`config.mk`:
```
export PLATFORM = sky130hd
export DESIGN_NAME = aq2c_top
export DESIGN_NICKNAME = d
export VERILOG_FILES = /design/src/rtl/aq2c_pkg.sv /design/src/rtl/aq2c_timer.sv /design/src/rtl/aq2c_top.sv
export VERILOG_INCLUDE_DIRS = /design/src /design/src/rtl
export SDC_FILE = /design/constraint.sdc
export NUM_CORES = 1
export LEC_CHECK = 0
export BUFFER_PORTS_ARGS = -buffer_cell sky130_fd_sc_hd__buf_2
export CAP_MARGIN = 20
export CORE_MARGIN = 1.5
export CORE_UTILIZATION = 50
export CTS_BUF_LIST = sky130_fd_sc_hd__clkbuf_4 sky130_fd_sc_hd__clkbuf_8
export DETAILED_ROUTE_END_ITERATION = 8
export PLACE_DENSITY_LB_ADDON = 0.1
export SYNTH_ARGS = -nofsm -noshare
export SYNTH_HDL_FRONTEND = slang
export SYNTH_SLANG_ARGS = --single-unit
export TNS_END_PERCENT = 1
```
`constraint.sdc`:
```
create_clock -name pclk -period 5.8 [get_ports pclk]
set_input_delay 0.29 -clock pclk [delete_from_list [all_inputs] [get_ports pclk]]
set_output_delay 0.29 -clock pclk [all_outputs]
set_load 0.02 [all_outputs]
```
`src/rtl/aq2c_consts.svh`:
```
// offsets, field positions, reset values, mode codes and timing figures of the queue-2 control
`ifndef AQ2C_CONSTS_SVH
`define AQ2C_CONSTS_SVH

`define AQ2C_OFF_CTRL 12'h000
`define AQ2C_OFF_STAT 12'h004

`define AQ2C_BIT_CIE 15
`define AQ2C_BIT_PIE 14
`define AQ2C_BIT_SSE 13
`define AQ2C_MODE_HI 12
`define AQ2C_MODE_LO 8
`define AQ2C_BIT_RESUME 7
`define AQ2C_PTR_HI 6

`define AQ2C_CTRL_RESET 16'h007f

`define AQ2C_MODE_DIS 5'h00
`define AQ2C_MODE_SW_SS 5'h01
`define AQ2C_MODE_ER_SS 5'h02
`define AQ2C_MODE_EF_SS 5'h03
`define AQ2C_MODE_RSV_A 5'h0f
`define AQ2C_MODE_RSV_B 5'h10
`define AQ2C_MODE_SW_CS 5'h11
`define AQ2C_MODE_ER_CS 5'h12
`define AQ2C_MODE_EF_CS 5'h13
`define AQ2C_MODE_RSV_C 5'h1f
`define AQ2C_TMR_SEL_LO 4'h4
`define AQ2C_TMR_SEL_HI 4'he

`define AQ2C_TMR_EXP_BASE 5'h07
`define AQ2C_LAST_CCW 7'h3f
`define AQ2C_NO_Q2_PTR 7'h40

`define AQ2C_ST_IDLE 3'h0
`define AQ2C_ST_ACTIVE 3'h1
`define AQ2C_ST_PAUSED 3'h2
`define AQ2C_ST_SUSP 3'h3
`define AQ2C_ST_PEND 3'h4

`endif

```
`src/rtl/aq2c_pkg.sv`:
```
// types shared by the queue-2 control block
package aq2c_pkg;

    typedef enum logic [2:0] {
        AQ2C_IDLE,
        AQ2C_ACTIVE,
        AQ2C_PAUSED,
        AQ2C_SUSP,
        AQ2C_PEND
    } aq2c_state_t;

    typedef struct packed {
        logic q2_complete_irq_en;
        logic q2_pause_irq_en;
        logic q2_single_scan_en;
        logic resume;
        logic [4:0] q2_mode_sel;
        logic [6:0] q2_start_ptr;
        logic resume_eff;
        aq2c_state_t st;
        logic [6:0] ptr;
        logic [6:0] sub_start;
        logic busy;
        logic ext_s1;
        logic ext_s2;
        logic ext_prev;
        logic qck_s1;
        logic qck_s2;
        logic qck_prev;
        logic conv_start;
        logic conv_abort;
        logic cmpl_irq;
        logic pause_irq;
        logic retrig;
        logic [31:0] prdata;
        logic pslverr;
    } aq2c_regs_t;

    typedef struct packed {
        logic [16:0] cnt;
        logic tick;
    } aq2c_tmr_t;

endpackage : aq2c_pkg

```
`src/rtl/aq2c_timer.sv`:
```
// power-of-two interval and periodic timer counted in converter clock periods
`include "aq2c_consts.svh"

module aq2c_timer (
    input wire logic pclk,
    input wire logic presetn,
    input wire logic converter_clock_tick,
    input wire logic run,
    input wire logic [3:0] exp_sel,
    output logic tick
);

    aq2c_pkg::aq2c_tmr_t r_q;
    aq2c_pkg::aq2c_tmr_t r_d;
    logic [4:0] shamt;
    logic [17:0] lim_w;

    always_comb begin
        shamt = {1'b0, exp_sel} + `AQ2C_TMR_EXP_BASE;
        lim_w = (18'h00001 << shamt) - 18'h00001;
        r_d = r_q;
        r_d.tick = 1'b0;
        // counter held at zero while stopped so every period starts clean
        if (!run) begin
            r_d.cnt = 17'h00000;
        end else if (converter_clock_tick) begin
            if (r_q.cnt >= lim_w[16:0]) begin
                r_d.cnt = 17'h00000;
                r_d.tick = 1'b1;
            end else begin
                r_d.cnt = r_q.cnt + 17'h00001;
            end
        end
    end

    always_ff @(posedge pclk or negedge presetn) begin
        if (!presetn) begin
            r_q <= '0;
        end else begin
            r_q <= r_d;
        end
    end

    assign tick = r_q.tick;

endmodule : aq2c_timer

```
`src/rtl/aq2c_top.sv`:
```
// queue-2 mode control and sequencing with its apb register slave
//
// Chosen here: the register addresses and the APB register port.
`include "aq2c_consts.svh"

// Contract
// - completion interrupt when enabled at last word
// - pause interrupt when enabled on paused word
// - single-scan enable reads zero outside test mode; the status register shows it in any mode
// - single-scan enable self-clears after scan completes
// - enable and single mode settable together
// - single modes ignore triggers while enable clear
// - mode field bits 12:8; zero disables
// - codes 00001, 10001 software single/continuous
// - codes 00010/00011 rising/falling edge single scan
// - codes 10010/10011 rising/falling edge continuous
// - codes 00100-01110 interval timer 2^7..2^17
// - codes 10100-11110 periodic timer 2^7..2^17
// - resume at aborted word or subqueue start
// - resume change applies at queue end/mode change
// - 7-bit start pointer in bits 6:0
// - start pointer ends queue 1
// - queue-1 trigger aborts and suspends queue 2
// - start pointer 64 or more: queue 2 empty
// - stop mode restores register to 0x007f
// - reserved modes stay idle
module aq2c_top (
    input wire logic pclk,
    input wire logic presetn,
    input wire logic psel,
    input wire logic penable,
    input wire logic pwrite,
    input wire logic [11:0] paddr,
    input wire logic [31:0] pwdata,
    output logic [31:0] prdata,
    output logic pready,
    output logic pslverr,
    input wire logic test_mode,
    input wire logic stop_mode,
    input wire logic ext_trig,
    input wire logic converter_clock,
    input wire logic q1_trigger,
    input wire logic q1_active,
    input wire logic q1_ccw_read,
    input wire logic [6:0] q1_ccw_ptr,
    output logic q1_end,
    output logic conv_start,
    output logic [6:0] conv_ptr,
    output logic conv_abort,
    input wire logic conv_done,
    input wire logic conv_pause,
    input wire logic conv_eoq,
    output logic q2_complete_irq,
    output logic q2_pause_irq
);

    aq2c_pkg::aq2c_regs_t r_q;
    aq2c_pkg::aq2c_regs_t r_d;

    logic tmr_tick;
    logic tmr_run;
    logic [3:0] tmr_sel;
    logic mode_valid;
    logic mode_single;
    logic mode_soft;
    logic mode_timer;
    logic ext_rise;
    logic ext_fall;
    logic trig;
    logic last_word;
    logic wr_ctrl;
    logic [4:0] new_mode;
    logic [2:0] st_code;

    function automatic logic [2:0] aq2c_code(input aq2c_pkg::aq2c_state_t s);
        logic [2:0] c;
        c = `AQ2C_ST_IDLE;
        unique case (s)
            aq2c_pkg::AQ2C_IDLE: c = `AQ2C_ST_IDLE;
            aq2c_pkg::AQ2C_ACTIVE: c = `AQ2C_ST_ACTIVE;
            aq2c_pkg::AQ2C_PAUSED: c = `AQ2C_ST_PAUSED;
            aq2c_pkg::AQ2C_SUSP: c = `AQ2C_ST_SUSP;
            aq2c_pkg::AQ2C_PEND: c = `AQ2C_ST_PEND;
            default: c = `AQ2C_ST_IDLE;
        endcase
        return c;
    endfunction : aq2c_code

    // mode decode
    always_comb begin
        mode_valid = (r_q.q2_mode_sel != `AQ2C_MODE_DIS)
            && (r_q.q2_mode_sel != `AQ2C_MODE_RSV_A)
            && (r_q.q2_mode_sel != `AQ2C_MODE_RSV_B)
            && (r_q.q2_mode_sel != `AQ2C_MODE_RSV_C);
        mode_single = !r_q.q2_mode_sel[4];
        mode_soft = (r_q.q2_mode_sel == `AQ2C_MODE_SW_SS)
            || (r_q.q2_mode_sel == `AQ2C_MODE_SW_CS);
        mode_timer = (r_q.q2_mode_sel[3:0] >= `AQ2C_TMR_SEL_LO)
            && (r_q.q2_mode_sel[3:0] <= `AQ2C_TMR_SEL_HI);
        tmr_sel = r_q.q2_mode_sel[3:0] - `AQ2C_TMR_SEL_LO;
        // single-scan timer only runs once armed, so its first period starts at the arm
        tmr_run = mode_timer && (!mode_single || r_q.q2_single_scan_en);
    end

    aq2c_timer u_timer (
        .pclk(pclk),
        .presetn(presetn),
        .converter_clock_tick(r_q.qck_s2 && !r_q.qck_prev),
        .run(tmr_run),
        .exp_sel(tmr_sel),
        .tick(tmr_tick)
    );

    // trigger selection
    always_comb begin
        ext_rise = r_q.ext_s2 && !r_q.ext_prev;
        ext_fall = !r_q.ext_s2 && r_q.ext_prev;
        trig = r_q.retrig;
        unique case (r_q.q2_mode_sel)
            `AQ2C_MODE_SW_SS: trig = trig
                || (r_q.q2_single_scan_en && r_q.st == aq2c_pkg::AQ2C_IDLE);
            `AQ2C_MODE_ER_SS, `AQ2C_MODE_ER_CS: trig = trig || ext_rise;
            `AQ2C_MODE_EF_SS, `AQ2C_MODE_EF_CS: trig = trig || ext_fall;
            default: trig = trig || (mode_timer && tmr_tick);
        endcase
        if (mode_single && !r_q.q2_single_scan_en) begin
            trig = 1'b0;
        end
        if (!mode_valid) begin
            trig = 1'b0;
        end
        last_word = conv_eoq || (r_q.ptr == `AQ2C_LAST_CCW);
        wr_ctrl = psel && penable && pwrite && (paddr == `AQ2C_OFF_CTRL);
        new_mode = pwdata[`AQ2C_MODE_HI:`AQ2C_MODE_LO];
        st_code = aq2c_code(r_q.st);
    end

    always_comb begin
        r_d = r_q;
        r_d.ext_s1 = ext_trig;
        r_d.ext_s2 = r_q.ext_s1;
        r_d.ext_prev = r_q.ext_s2;
        r_d.qck_s1 = converter_clock;
        r_d.qck_s2 = r_q.qck_s1;
        r_d.qck_prev = r_q.qck_s2;
        r_d.conv_start = 1'b0;
        r_d.conv_abort = 1'b0;
        r_d.cmpl_irq = 1'b0;
        r_d.pause_irq = 1'b0;
        r_d.retrig = 1'b0;

        unique case (r_q.st)
            aq2c_pkg::AQ2C_IDLE: begin
                if (trig && r_q.q2_start_ptr < `AQ2C_NO_Q2_PTR) begin
                    r_d.ptr = r_q.q2_start_ptr;
                    r_d.sub_start = r_q.q2_start_ptr;
                    r_d.st = q1_active ? aq2c_pkg::AQ2C_PEND : aq2c_pkg::AQ2C_ACTIVE;
                end
            end
            aq2c_pkg::AQ2C_PEND: begin
                if (!q1_active) begin
                    r_d.st = aq2c_pkg::AQ2C_ACTIVE;
                end
            end
            aq2c_pkg::AQ2C_PAUSED: begin
                if (trig) begin
                    r_d.st = q1_active ? aq2c_pkg::AQ2C_PEND : aq2c_pkg::AQ2C_ACTIVE;
                end
            end
            aq2c_pkg::AQ2C_SUSP: begin
                if (!q1_active) begin
                    r_d.st = aq2c_pkg::AQ2C_ACTIVE;
                    r_d.ptr = r_q.resume_eff ? r_q.ptr : r_q.sub_start;
                end
            end
            aq2c_pkg::AQ2C_ACTIVE: begin
                if (q1_trigger) begin
                    r_d.conv_abort = r_q.busy;
                    r_d.busy = 1'b0;
                    r_d.st = aq2c_pkg::AQ2C_SUSP;
                end else if (!r_q.busy) begin
                    r_d.conv_start = 1'b1;
                    r_d.busy = 1'b1;
                end else if (conv_done) begin
                    r_d.busy = 1'b0;
                    r_d.pause_irq = conv_pause && r_q.q2_pause_irq_en;
                    if (last_word) begin
                        r_d.cmpl_irq = r_q.q2_complete_irq_en;
                        r_d.st = aq2c_pkg::AQ2C_IDLE;
                        r_d.resume_eff = r_q.resume;
                        if (mode_single) begin
                            r_d.q2_single_scan_en = 1'b0;
                        end
                        r_d.retrig = (r_q.q2_mode_sel == `AQ2C_MODE_SW_CS);
                    end else begin
                        r_d.ptr = r_q.ptr + 7'h01;
                        if (conv_pause) begin
                            r_d.sub_start = r_q.ptr + 7'h01;
                            // software modes still pause, but retrigger themselves so they resume on the next cycle
                            if (mode_soft) begin
                                r_d.retrig = 1'b1;
                                r_d.st = aq2c_pkg::AQ2C_PAUSED;
                            end else begin
                                r_d.st = aq2c_pkg::AQ2C_PAUSED;
                            end
                        end
                    end
                end
            end
        endcase

        if (!mode_valid) begin
            r_d.st = aq2c_pkg::AQ2C_IDLE;
            r_d.busy = 1'b0;
            r_d.conv_abort = r_q.busy;
        end
        if (r_q.st == aq2c_pkg::AQ2C_IDLE) begin
            r_d.resume_eff = r_q.resume;
        end

        // a write setting the enable wins over the completion clear in the same cycle
        if (wr_ctrl) begin
            r_d.q2_complete_irq_en = pwdata[`AQ2C_BIT_CIE];
            r_d.q2_pause_irq_en = pwdata[`AQ2C_BIT_PIE];
            r_d.q2_single_scan_en = pwdata[`AQ2C_BIT_SSE];
            r_d.q2_mode_sel = new_mode;
            r_d.resume = pwdata[`AQ2C_BIT_RESUME];
            r_d.q2_start_ptr = pwdata[`AQ2C_PTR_HI:0];
            if (new_mode != r_q.q2_mode_sel) begin
                r_d.resume_eff = pwdata[`AQ2C_BIT_RESUME];
                r_d.st = aq2c_pkg::AQ2C_IDLE;
                r_d.busy = 1'b0;
                r_d.conv_abort = r_q.busy;
                r_d.retrig = (new_mode == `AQ2C_MODE_SW_CS);
            end
        end

        if (stop_mode) begin
            {r_d.q2_complete_irq_en, r_d.q2_pause_irq_en, r_d.q2_single_scan_en,
                r_d.q2_mode_sel, r_d.resume, r_d.q2_start_ptr} = `AQ2C_CTRL_RESET;
            r_d.st = aq2c_pkg::AQ2C_IDLE;
            r_d.busy = 1'b0;
            r_d.retrig = 1'b0;
            r_d.conv_start = 1'b0;
            r_d.conv_abort = r_q.busy;
        end

        // read data is captured in the setup phase so the access phase needs no wait
        if (psel && !penable) begin
            r_d.pslverr = 1'b0;
            unique case (paddr)
                `AQ2C_OFF_CTRL: r_d.prdata = {16'h0000, r_q.q2_complete_irq_en,
                    r_q.q2_pause_irq_en, r_q.q2_single_scan_en && test_mode,
                    r_q.q2_mode_sel, r_q.resume, r_q.q2_start_ptr};
                `AQ2C_OFF_STAT: r_d.prdata = {16'h0000, 1'b0, r_q.ptr, 2'b00, r_q.busy,
                    r_q.q2_single_scan_en, r_q.resume_eff, st_code};
                default: begin
                    r_d.prdata = 32'h00000000;
                    r_d.pslverr = 1'b1;
                end
            endcase
        end
    end

    always_ff @(posedge pclk or negedge presetn) begin
        if (!presetn) begin
            r_q <= '0;
            {r_q.q2_complete_irq_en, r_q.q2_pause_irq_en, r_q.q2_single_scan_en,
                r_q.q2_mode_sel, r_q.resume, r_q.q2_start_ptr} <= `AQ2C_CTRL_RESET;
        end else begin
            r_q <= r_d;
        end
    end

    // queue 1 ends on reading the word where queue 2 begins; start pointers of 64 or more are compared and can match too
    assign q1_end = q1_ccw_read && (q1_ccw_ptr == r_q.q2_start_ptr);
    assign pready = psel && penable;
    assign pslverr = r_q.pslverr;
    assign prdata = r_q.prdata;
    assign conv_start = r_q.conv_start;
    assign conv_ptr = r_q.ptr;
    assign conv_abort = r_q.conv_abort;
    assign q2_complete_irq = r_q.cmpl_irq;
    assign q2_pause_irq = r_q.pause_irq;

endmodule : aq2c_top

```
# Word-level counts from Yosys, hierarchy flattened
# Index checks and enable logic that the tools add are counted.
[totals]
input_bits = 66
regBits = 97
elab_cells = 181
output_inout_bits = 46
[op_classes]
n_eq_ne = 29
shifts = 1
n_reduce_logical = 48
addsub = 5
magnitude_cmp = 4
n_mux = 68
[ops]
columns = ["operator", "count"]
rows = [
  ["17-bit two-way mux", 3],
  ["18-bit two-way mux", 2],
  ["1-bit two-way mux", 35],
  ["3-bit two-way mux", 11],
  ["16-bit case mux with 2 select lines", 1],
  ["14-bit two-way mux", 2],
  ["7-bit case mux with 3 select lines", 1],
  ["5-bit equality test, second input constant", 4],
  ["20-bit two-way mux", 1],
  ["1-bit logical AND", 19],
  ["19-bit two-way mux", 1],
  ["17-bit by 1-bit adder with 17-bit output, second input constant", 1],
  ["17-bit greater-or-equal comparator", 1],
  ["1-bit by 5-bit << shifter with 17-bit output, first input constant", 1],
  ["17-bit by 1-bit subtractor with 17-bit output, second input constant", 1],
  ["16-bit two-way mux", 1],
  ["3-bit case mux with 5 select lines", 1],
  ["3-bit nonzero test", 5],
  ["7-bit two-way mux", 2],
  ["2-bit inequality test, second input constant", 7],
  ["7-bit case mux with 2 select lines", 1],
  ["12-bit by 3-bit equality test with 1-bit output, second input constant", 1],
  ["12-bit zero test", 1],
  ["3-bit case mux with 4 select lines", 1],
  ["other kinds (32)", 51],
]

# Logic depth before layout (Yosys ltp)
# Gate-level depths: netlist of run 1.
[depth]
ltp_word = 14
depth_mapped = 20

# Modules after synthesis
# A second synthesis of run 1 with hierarchy kept.
[hier_totals]
hier_cells = 618
area_unflattened_um2 = 5557.8
[modules_own_cells]
columns = ["module", "area_per_inst_um2", "cells_per_inst", "seq_area_each_um2", "instances"]
rows = [
  ["aq2c_top", 3769.9, 397, 1585.3, 1],
  ["aq2c_timer", 1788.0, 221, 450.4, 1],
]

# Worst setup path before layout of run 1
# OpenSTA, ideal clock, no wires.
[synth_timing]
path_type = "register to register"
startpoint = "register r_q[71] (netlist name)"
endpoint = "register u_timer.r_q[14] (netlist name)"
t_arrival_ps = 4634
stages_incl_launch_ff = 20
slack_ps = 1040
setup_ps = 126
cell_sequence = "dfrtp_1 > buf_2 > nor2_1 > ha_1 > or4b_2 > nor2_1 > nand2_1 > ha_1 > o21a_1 > o31a_1 > nor3b_2 > xor2_1 > ha_1 > nand2_1 > o21ai_1 > nor3_1 > a2111oi_4 > nor2_1 > buf_2 > a221o_1"
[synth_between]
elab_chain_len = 8
word_cells_on_any_way = 13
cone_classes = "add/sub: 3; order compare: 3; eq/ne: 1; shift: 1; mux: 3; reduce/logical: 2"
[synth_rtl]
columns = ["item", "line_no", "rtl"]
rows = [
  ["from (decl)", "aq2c_top.sv:57", "aq2c_pkg::aq2c_regs_t r_q;"],
  ["from (signal assigned)", "aq2c_top.sv:271", "r_q <= r_d;"],
  ["4-bit by 3-bit subtractor with 4-bit output (no line)", "n/a", ""],
  ["4-bit by 3-bit adder with 5-bit output (no line)", "n/a", ""],
  ["1-bit by 5-bit << shifter with 17-bit output", "aq2c_timer.sv:20", "lim_w = (18'h00001 << shamt) - 18'h00001;"],
  ["17-bit by 1-bit subtractor with 17-bit output", "aq2c_timer.sv:20", ""],
  ["17-bit greater-or-equal comparator", "aq2c_timer.sv:27", "if (r_q.cnt >= lim_w[16:0]) begin"],
  ["17-bit two-way mux", "aq2c_timer.sv:27", ""],
  ["18-bit two-way mux", "aq2c_timer.sv:26", "end else if (converter_clock_tick) begin"],
  ["17-bit two-way mux", "aq2c_timer.sv:24", "if (!run) begin"],
  ["to (signal assigned)", "aq2c_timer.sv:40", "r_q <= r_d;"],
  ["to (decl)", "aq2c_timer.sv:13", "aq2c_pkg::aq2c_tmr_t r_q;"],
]
# Several ways; a longest one is shown, not always the timed one. The select of a mux whose other input is x is not followed.
# A chain may end at the register's enable or synchronous reset.

# Worst setup path after layout of run 1
[layout_timing]
startpoint = "register r_q[71] (netlist name)"
endpoint = "register u_timer.r_q[4] (netlist name)"
# The elaborated chain is that of the path after synthesis.

==> results of run 1 <==
-- power groups by stage --
stage	clock (mW)	combinational, mW	sequential [mW]
5_1_grt	0.425	0.0822	0.571
3_3_place_gp	0	0.0695	0.581
2_1_floorplan	0	0.0432	0.580
6_report	0.389	0.0738	0.570
3_5_place_dp	0	0.0704	0.581
4_1_cts	0.400	0.0706	0.570
-- area by class of cell --
cell class                 instances  area [um^2]
fill                            1041         4840
multi-input combinational        462         3120
sequential                        81         2040
timing repair buffer              91          518
tap                              140          175
clock buffer                      13          160
inverter                          19         71.3
clock inverter                     3         17.5
-- metrics by stage --
| stage | cell area, um^2 | hold slack (ps) | instances |
|---|---|---|---|
| 6_report | 6100 | 23.2 | 809 |
| 5_1_grt | 6100 | 4.00 | 809 |
| 4_1_cts | 6050 | 10.3 | 806 |
| 3_5_place_dp | 5870 | 342 | 790 |
| 3_3_place_gp | 5870 | 334 | 790 |
| 2_1_floorplan | 5710 | -5.59 | 632 |
-- metal layers --
metal  GRT usage [%]  part of all wire [%]
met1            30.7                    44
met2            40.3                    49
met3            4.80                   5.8
met4            9.18                   1.6
met5               0                 0.059
-- registers in the layout, summed over array words and instances (netlist names) --
register         count
conv_abort           1
conv_ptr             7
conv_start           1
prdata              16
pslverr              1
q2_complete_irq      1
q2_pause_irq         1
r_d                  4
r_q                 31
u_timer.r_q         17
u_timer.tick         1
-- worst max-delay path, stage by stage, from the launching register on --
cell and delay [ps]:
dfrtp_1 390, nor2_1 280, ha_1 360, or4b_2 750
nor2_1 150, nand2_1 70, ha_1 220, o21a_1 140
o31a_1 150, nor3b_2 200, xor2_1 190, ha_1 320
nand2_1 50, o21ai_1 180, nor3_1 110, a2111oi_4 610
nor2_1 140, buf_4 200, a221o_1 320
-- layout by cell type, fill, tap and decap left out, types with 4 or more instances in the layout --
cell type,count
nand2_1,83
buf_2,78
dfrtp_1,74
nor2_1,47
ha_1,27
nand3_1,23
a21oi_1,23
mux2i_1,21
nor3_1,20
o31ai_1,20
inv_1,19
conb_1,16
a221o_1,14
xnor2_1,13
xor2_1,11
o21ai_0,11
a31oi_1,10
clkbuf_8,10
buf_4,10
nand3b_1,9
nor4_1,9
nand4_1,7
and3_1,7
dfstp_2,7
nand2b_1,6
nor2b_1,6
a22o_1,5
mux2_4,5
mux2_2,4
o21ai_1,4
nor4b_1,4
-- repair_timing --
action                    CTS  global route
resized for setup           0             0
hold endpoints to repair    0            17
hold buffers                0             1
-- kinds of logic (layout without fill, tap and decap cells) --
kind of cell / after synthesis / count (layout) / synth area share (%)
flip-flops: 81 / 81 / 36.0
AND/OR/NAND/NOR: 245 / 245 / 22.3
multiplexers: 30 / 30 / 5.84
XOR/XNOR: 24 / 24 / 3.72
AO/OA/AOI/OAI: 120 / 120 / 16.3
adder cells (fa/ha/maj): 27 / 27 / 5.97
buffers and inverters: 89 / 126 / 9.84
other: 1 / 16 / 0.0663
-- worst min path at each step --
stage                 endpoint  cells after the start
floorplan           conv_abort                      0
global placement       r_d[38]                      0
detailed placement     r_d[38]                      0
CTS                    r_d[42]                      1
global route           r_d[42]                      1
finish                 r_d[42]                      1
==> metrics.txt, run 1 <==
H-tree levels=3; Critical Path Start Type=flip-flop; Syn-to-layout area delta=7.81%; outcome=completed; Pint=0.774 mW; crit path DAT=5200 ps; leakage dissipation=2.87 nW; worst skew pair latency=370 ps; total negative slack=0 ps; Net Sw Frac=25.1%; Post-synth top flop=dfrtp_1; clk buf depth=2; GPL Wtd Cong=0.848; Layout Utilization=55.8%; TritonCTS clock tree=yes; overall power=1.03 mW; kind of critical path=reg2reg; Vias/cell=5.77; Synth area leader=dfrtp_1; minimum clock period=4950 ps; dpl ws=910 ps; RSZ-0062 raised after global routing=false; Ys Warns=0; DR WL/cell=16.8 um; Final ANT Viol Nets=0; HP Start=ext_trig; Syn Area/Cell=9.17 um^2; Cells after Synth=617; pin count of the biggest net entering global routing=82; Final #Nets=757; die area=12,000 um^2; area share of the largest cell type after synthesis=32.7%; CORE AREA=10,900 um^2; Pre-Repair DR Iteration Count=5; PnR worst setup slack=852 ps; period utilization=85.3%; CP Capture Type=flip-flop; Critical Path Start=r_q[71]; critical path peak fanout=8; worst r2r dst=u_timer.r_q[4]; Die X=109 um; FMAX=202 MHz; Root Driver=clkbuf_8; Seq pwr share=55.2%; Yosys reg bits=81; row count=38; Hold WC Path Type=in2reg; max cap viols=0; dpl hpwl=9.98 mm; R2R cell count=18; pwr dens=169 nW/um^2; Synth Cell Area=5660 um^2; layout cell share with drive strength beyond 1=21.1%; clock sinks=81; Top Ports=112; Synth top cells by count=83 x nand2_1, 74 x dfrtp_1, 47 x nor2_1; Worst-path clk slew=80 ps; total track usage=24.1%; count of final setup violators=0; Worst EP required=6050 ps; Final Hold Vio Count=0; Post-Route WL=13.6 mm; overall die height=109 um; Initial Util=51.7%; first-pass GRT wire length=22.2 mm; initial antenna violation count=1; Post-synth EDFFs=0; ys async rst share=100%; most frequent cell after synthesis=nand2_1; vias=4,670; Worst Setup EP=u_timer.r_q[4]; post-CTS setup buffers=0; net switching power=0.259 mW; reg-to-reg slack, setup=850 ps; clk_skew=11.0 ps; Worst VDD drop=0.118 mV; relative slew slack=38.1%; RR Startpoint=r_q[71]; Starting DRT DRC Count=277; distinct cell type count after synthesis=76; number of CTS-inserted buffers=9; combinational share of power=7.1%; Slew Limit Fails=0; DRC viols=0; GRT overflow=0; Least-Margin Pin Slew=926 ps; vias in the first global route=4,564; post-synthesis sequential area ratio=36.0%; Clk pwr share=37.7%; Antenna diodes=0; Synth area leaders=dfrtp_1 33%, ha_1 6.0%, nand2_1 5.5%, buf_4 5.2%, mux2i_1 3.7%; PortBufs=79
Note: power is estimated with default switching activity, not from simulation.
==> run 2, diff against run 1 <==
clock period = 4.6 ns   (was 5.8 ns; I/O delays follow)
==> metrics.txt, run 2 (synthesis gave the netlist of run 1 again) <==
Worst Setup EP=u_timer.r_q[4] (unchanged); Die X=109 um (unchanged); Final ANT Viol Nets=0 (unchanged); number of CTS-inserted buffers=9 (unchanged); GRT overflow=0 (unchanged); Hold WC Path Type=in2reg (unchanged); period utilization=93.9% (was 85.3%); Critical Path Start=r_q[71] (unchanged); layout cell share with drive strength beyond 1=22.9% (was 21.1%); Critical Path Start Type=flip-flop (unchanged); final instance area=6250 um^2 (was 6100 um^2); pwr dens=224 nW/um^2 (was 169 nW/um^2); Worst Hold Depth=3 (was 1); Syn-to-layout area delta=10.5% (was 7.81%); footprint of the multi-input gates=3160 um^2 (was 3120 um^2); Pre-Repair DR Iteration Count=5 (unchanged); DR WL/cell=17.2 um (was 16.8 um); final hold slack=78.0 ps (was 23.2 ps); total track usage=24.4% (was 24.1%); CORE AREA=10,900 um^2 (unchanged); total negative slack=0 ps (unchanged); leakage dissipation=2.94 nW (was 2.87 nW); register area=2040 um^2 (unchanged); post-CTS setup buffers=0 (unchanged); Reg with most FFs=r_q (unchanged); pin count of the biggest net entering global routing=43 (was 82); Worst VDD drop=0.166 mV (was 0.118 mV); max cap viols=0 (unchanged); Least-Margin Pin Slew=778 ps (was 926 ps); count of final setup violators=0 (unchanged); die area=12,000 um^2 (unchanged); RR Startpoint=r_q[71] (unchanged); worst r2r dst=u_timer.r_q[4] (unchanged); dpl hpwl=10.5 mm (was 9.98 mm); Root Driver=clkbuf_8 (unchanged); CP Capture Type=flip-flop (unchanged); GPL Wtd Cong=0.881 (was 0.848); Starting DRT DRC Count=314 (was 277); Top Ports=112 (unchanged); most common cell after layout, fill and taps aside=nand2_1 (unchanged); reg-to-reg slack, setup=280 ps (was 850 ps); H-tree levels=3 (unchanged); minimum clock period=4320 ps (was 4950 ps); vias=4,714 (was 4,670); Final Non-Filler Cells=820 (was 809); initial antenna violation count=0 (was 1); Vias/cell=5.75 (was 5.77); clk buf depth=2 (unchanged); Initial Util=51.7% (unchanged); crit path DAT=4560 ps (was 5200 ps); FMAX=232 MHz (was 202 MHz); Antenna diodes=0 (unchanged); overall power=1.40 mW (was 1.03 mW); RSZ-0062 raised after global routing=false (unchanged); placed insts=800 (was 790); vias in the first global route=4,435 (was 4,564); dpl ws=143 ps (was 910 ps); kind of critical path=reg2reg (unchanged); Layout Utilization=57.1% (was 55.8%); most frequent cells in the layout=83 x nand2_1, 78 x buf_2, 74 x dfrtp_1 (unchanged); PnR worst setup slack=282 ps (was 852 ps); R2R cell count=18 (unchanged); Final Hold Vio Count=0 (unchanged); Worst EP required=4850 ps (was 6050 ps); TritonCTS clock tree=yes (unchanged); max FFs per register=31 (unchanged); outcome=completed (unchanged); PortBufs=79 (unchanged); clk_skew=12.5 ps (was 11.0 ps); first-pass GRT wire length=22.4 mm (was 22.2 mm); Post-Route WL=14.1 mm (was 13.6 mm); row count=38 (unchanged); Placement Cell Area=5960 um^2 (was 5870 um^2); relative slew slack=48.0% (was 38.1%); Fill cells=993 (was 1,041); clock sinks=81 (unchanged); critical path peak fanout=9 (was 8); worst skew pair latency=370 ps (about the same); overall die height=109 um (unchanged); Slew Limit Fails=0 (unchanged); Final #Nets=768 (was 757); Worst-path clk slew=90 ps (was 80 ps); DRC viols=0 (unchanged)
run 2: changes by cell type in the layout (fill, tap and decap cells not counted), sizes merged:
cell and delta:
buf +9, bufinv +2, clkbuf -3, dlygate4sd3 +2
inv +1
run 2: critical path, stage by stage, from the launching register on:
cell and delay (ps):
dfrtp_1 410, nor2_4 150, ha_4 230, or4b_4 570, nor2_2 120, nand2_1 70, ha_1 240, o21a_1 150
o31a_1 150, nor3b_2 200, xor2_1 200, ha_1 340, nand2_1 60, o21ai_1 180, nor3_1 110, a2111oi_4 440
nor2_2 80, buf_4 180, a221o_1 330
run 2: layout make-up:
cell class / count / share of cell area (%)
clock inverters: 6 / 1.44
inverters: 19 / 1.14
flip-flops and latches: 81 / 32.6
repair buffers: 102 / 9.43
clock buffers: 10 / 2.10
multi-input cells: 462 / 50.5
well taps: 140 / 2.80
run 2: worst min path at each step:
stage               startpoint    endpoint  slack (ps)
floorplan              presetn  conv_abort         -70
global placement       presetn     r_q[74]         230
detailed placement     presetn     r_q[74]         230
CTS                  pwdata[1]     r_q[64]          60
global route         pwdata[1]     r_q[64]          70
finish               pwdata[1]     r_q[64]          80
run 2: repair_timing:
item	in CTS	in global routing
setup endpoints to repair	0	18
hold buffers	3	0
gates resized for setup	0	6
hold endpoints to repair	40	0
run 2: report_power, final:
group	switching [mW]	internal, mW
Sequential	0.00317	0.716
Clock	0.275	0.314
Combinational	0.0605	0.0323
run 2: per-layer routing:
metal / track usage, % / vias to the layer above / part of all wire [%]
met3: 3.26 / 15 / 4.2
met4: 8.72 / 0 / 1.6
met2: 40.5 / 142 / 47
li1: - / 2291 / -
met5: 0 / - / 0
met1: 32.4 / 2266 / 47
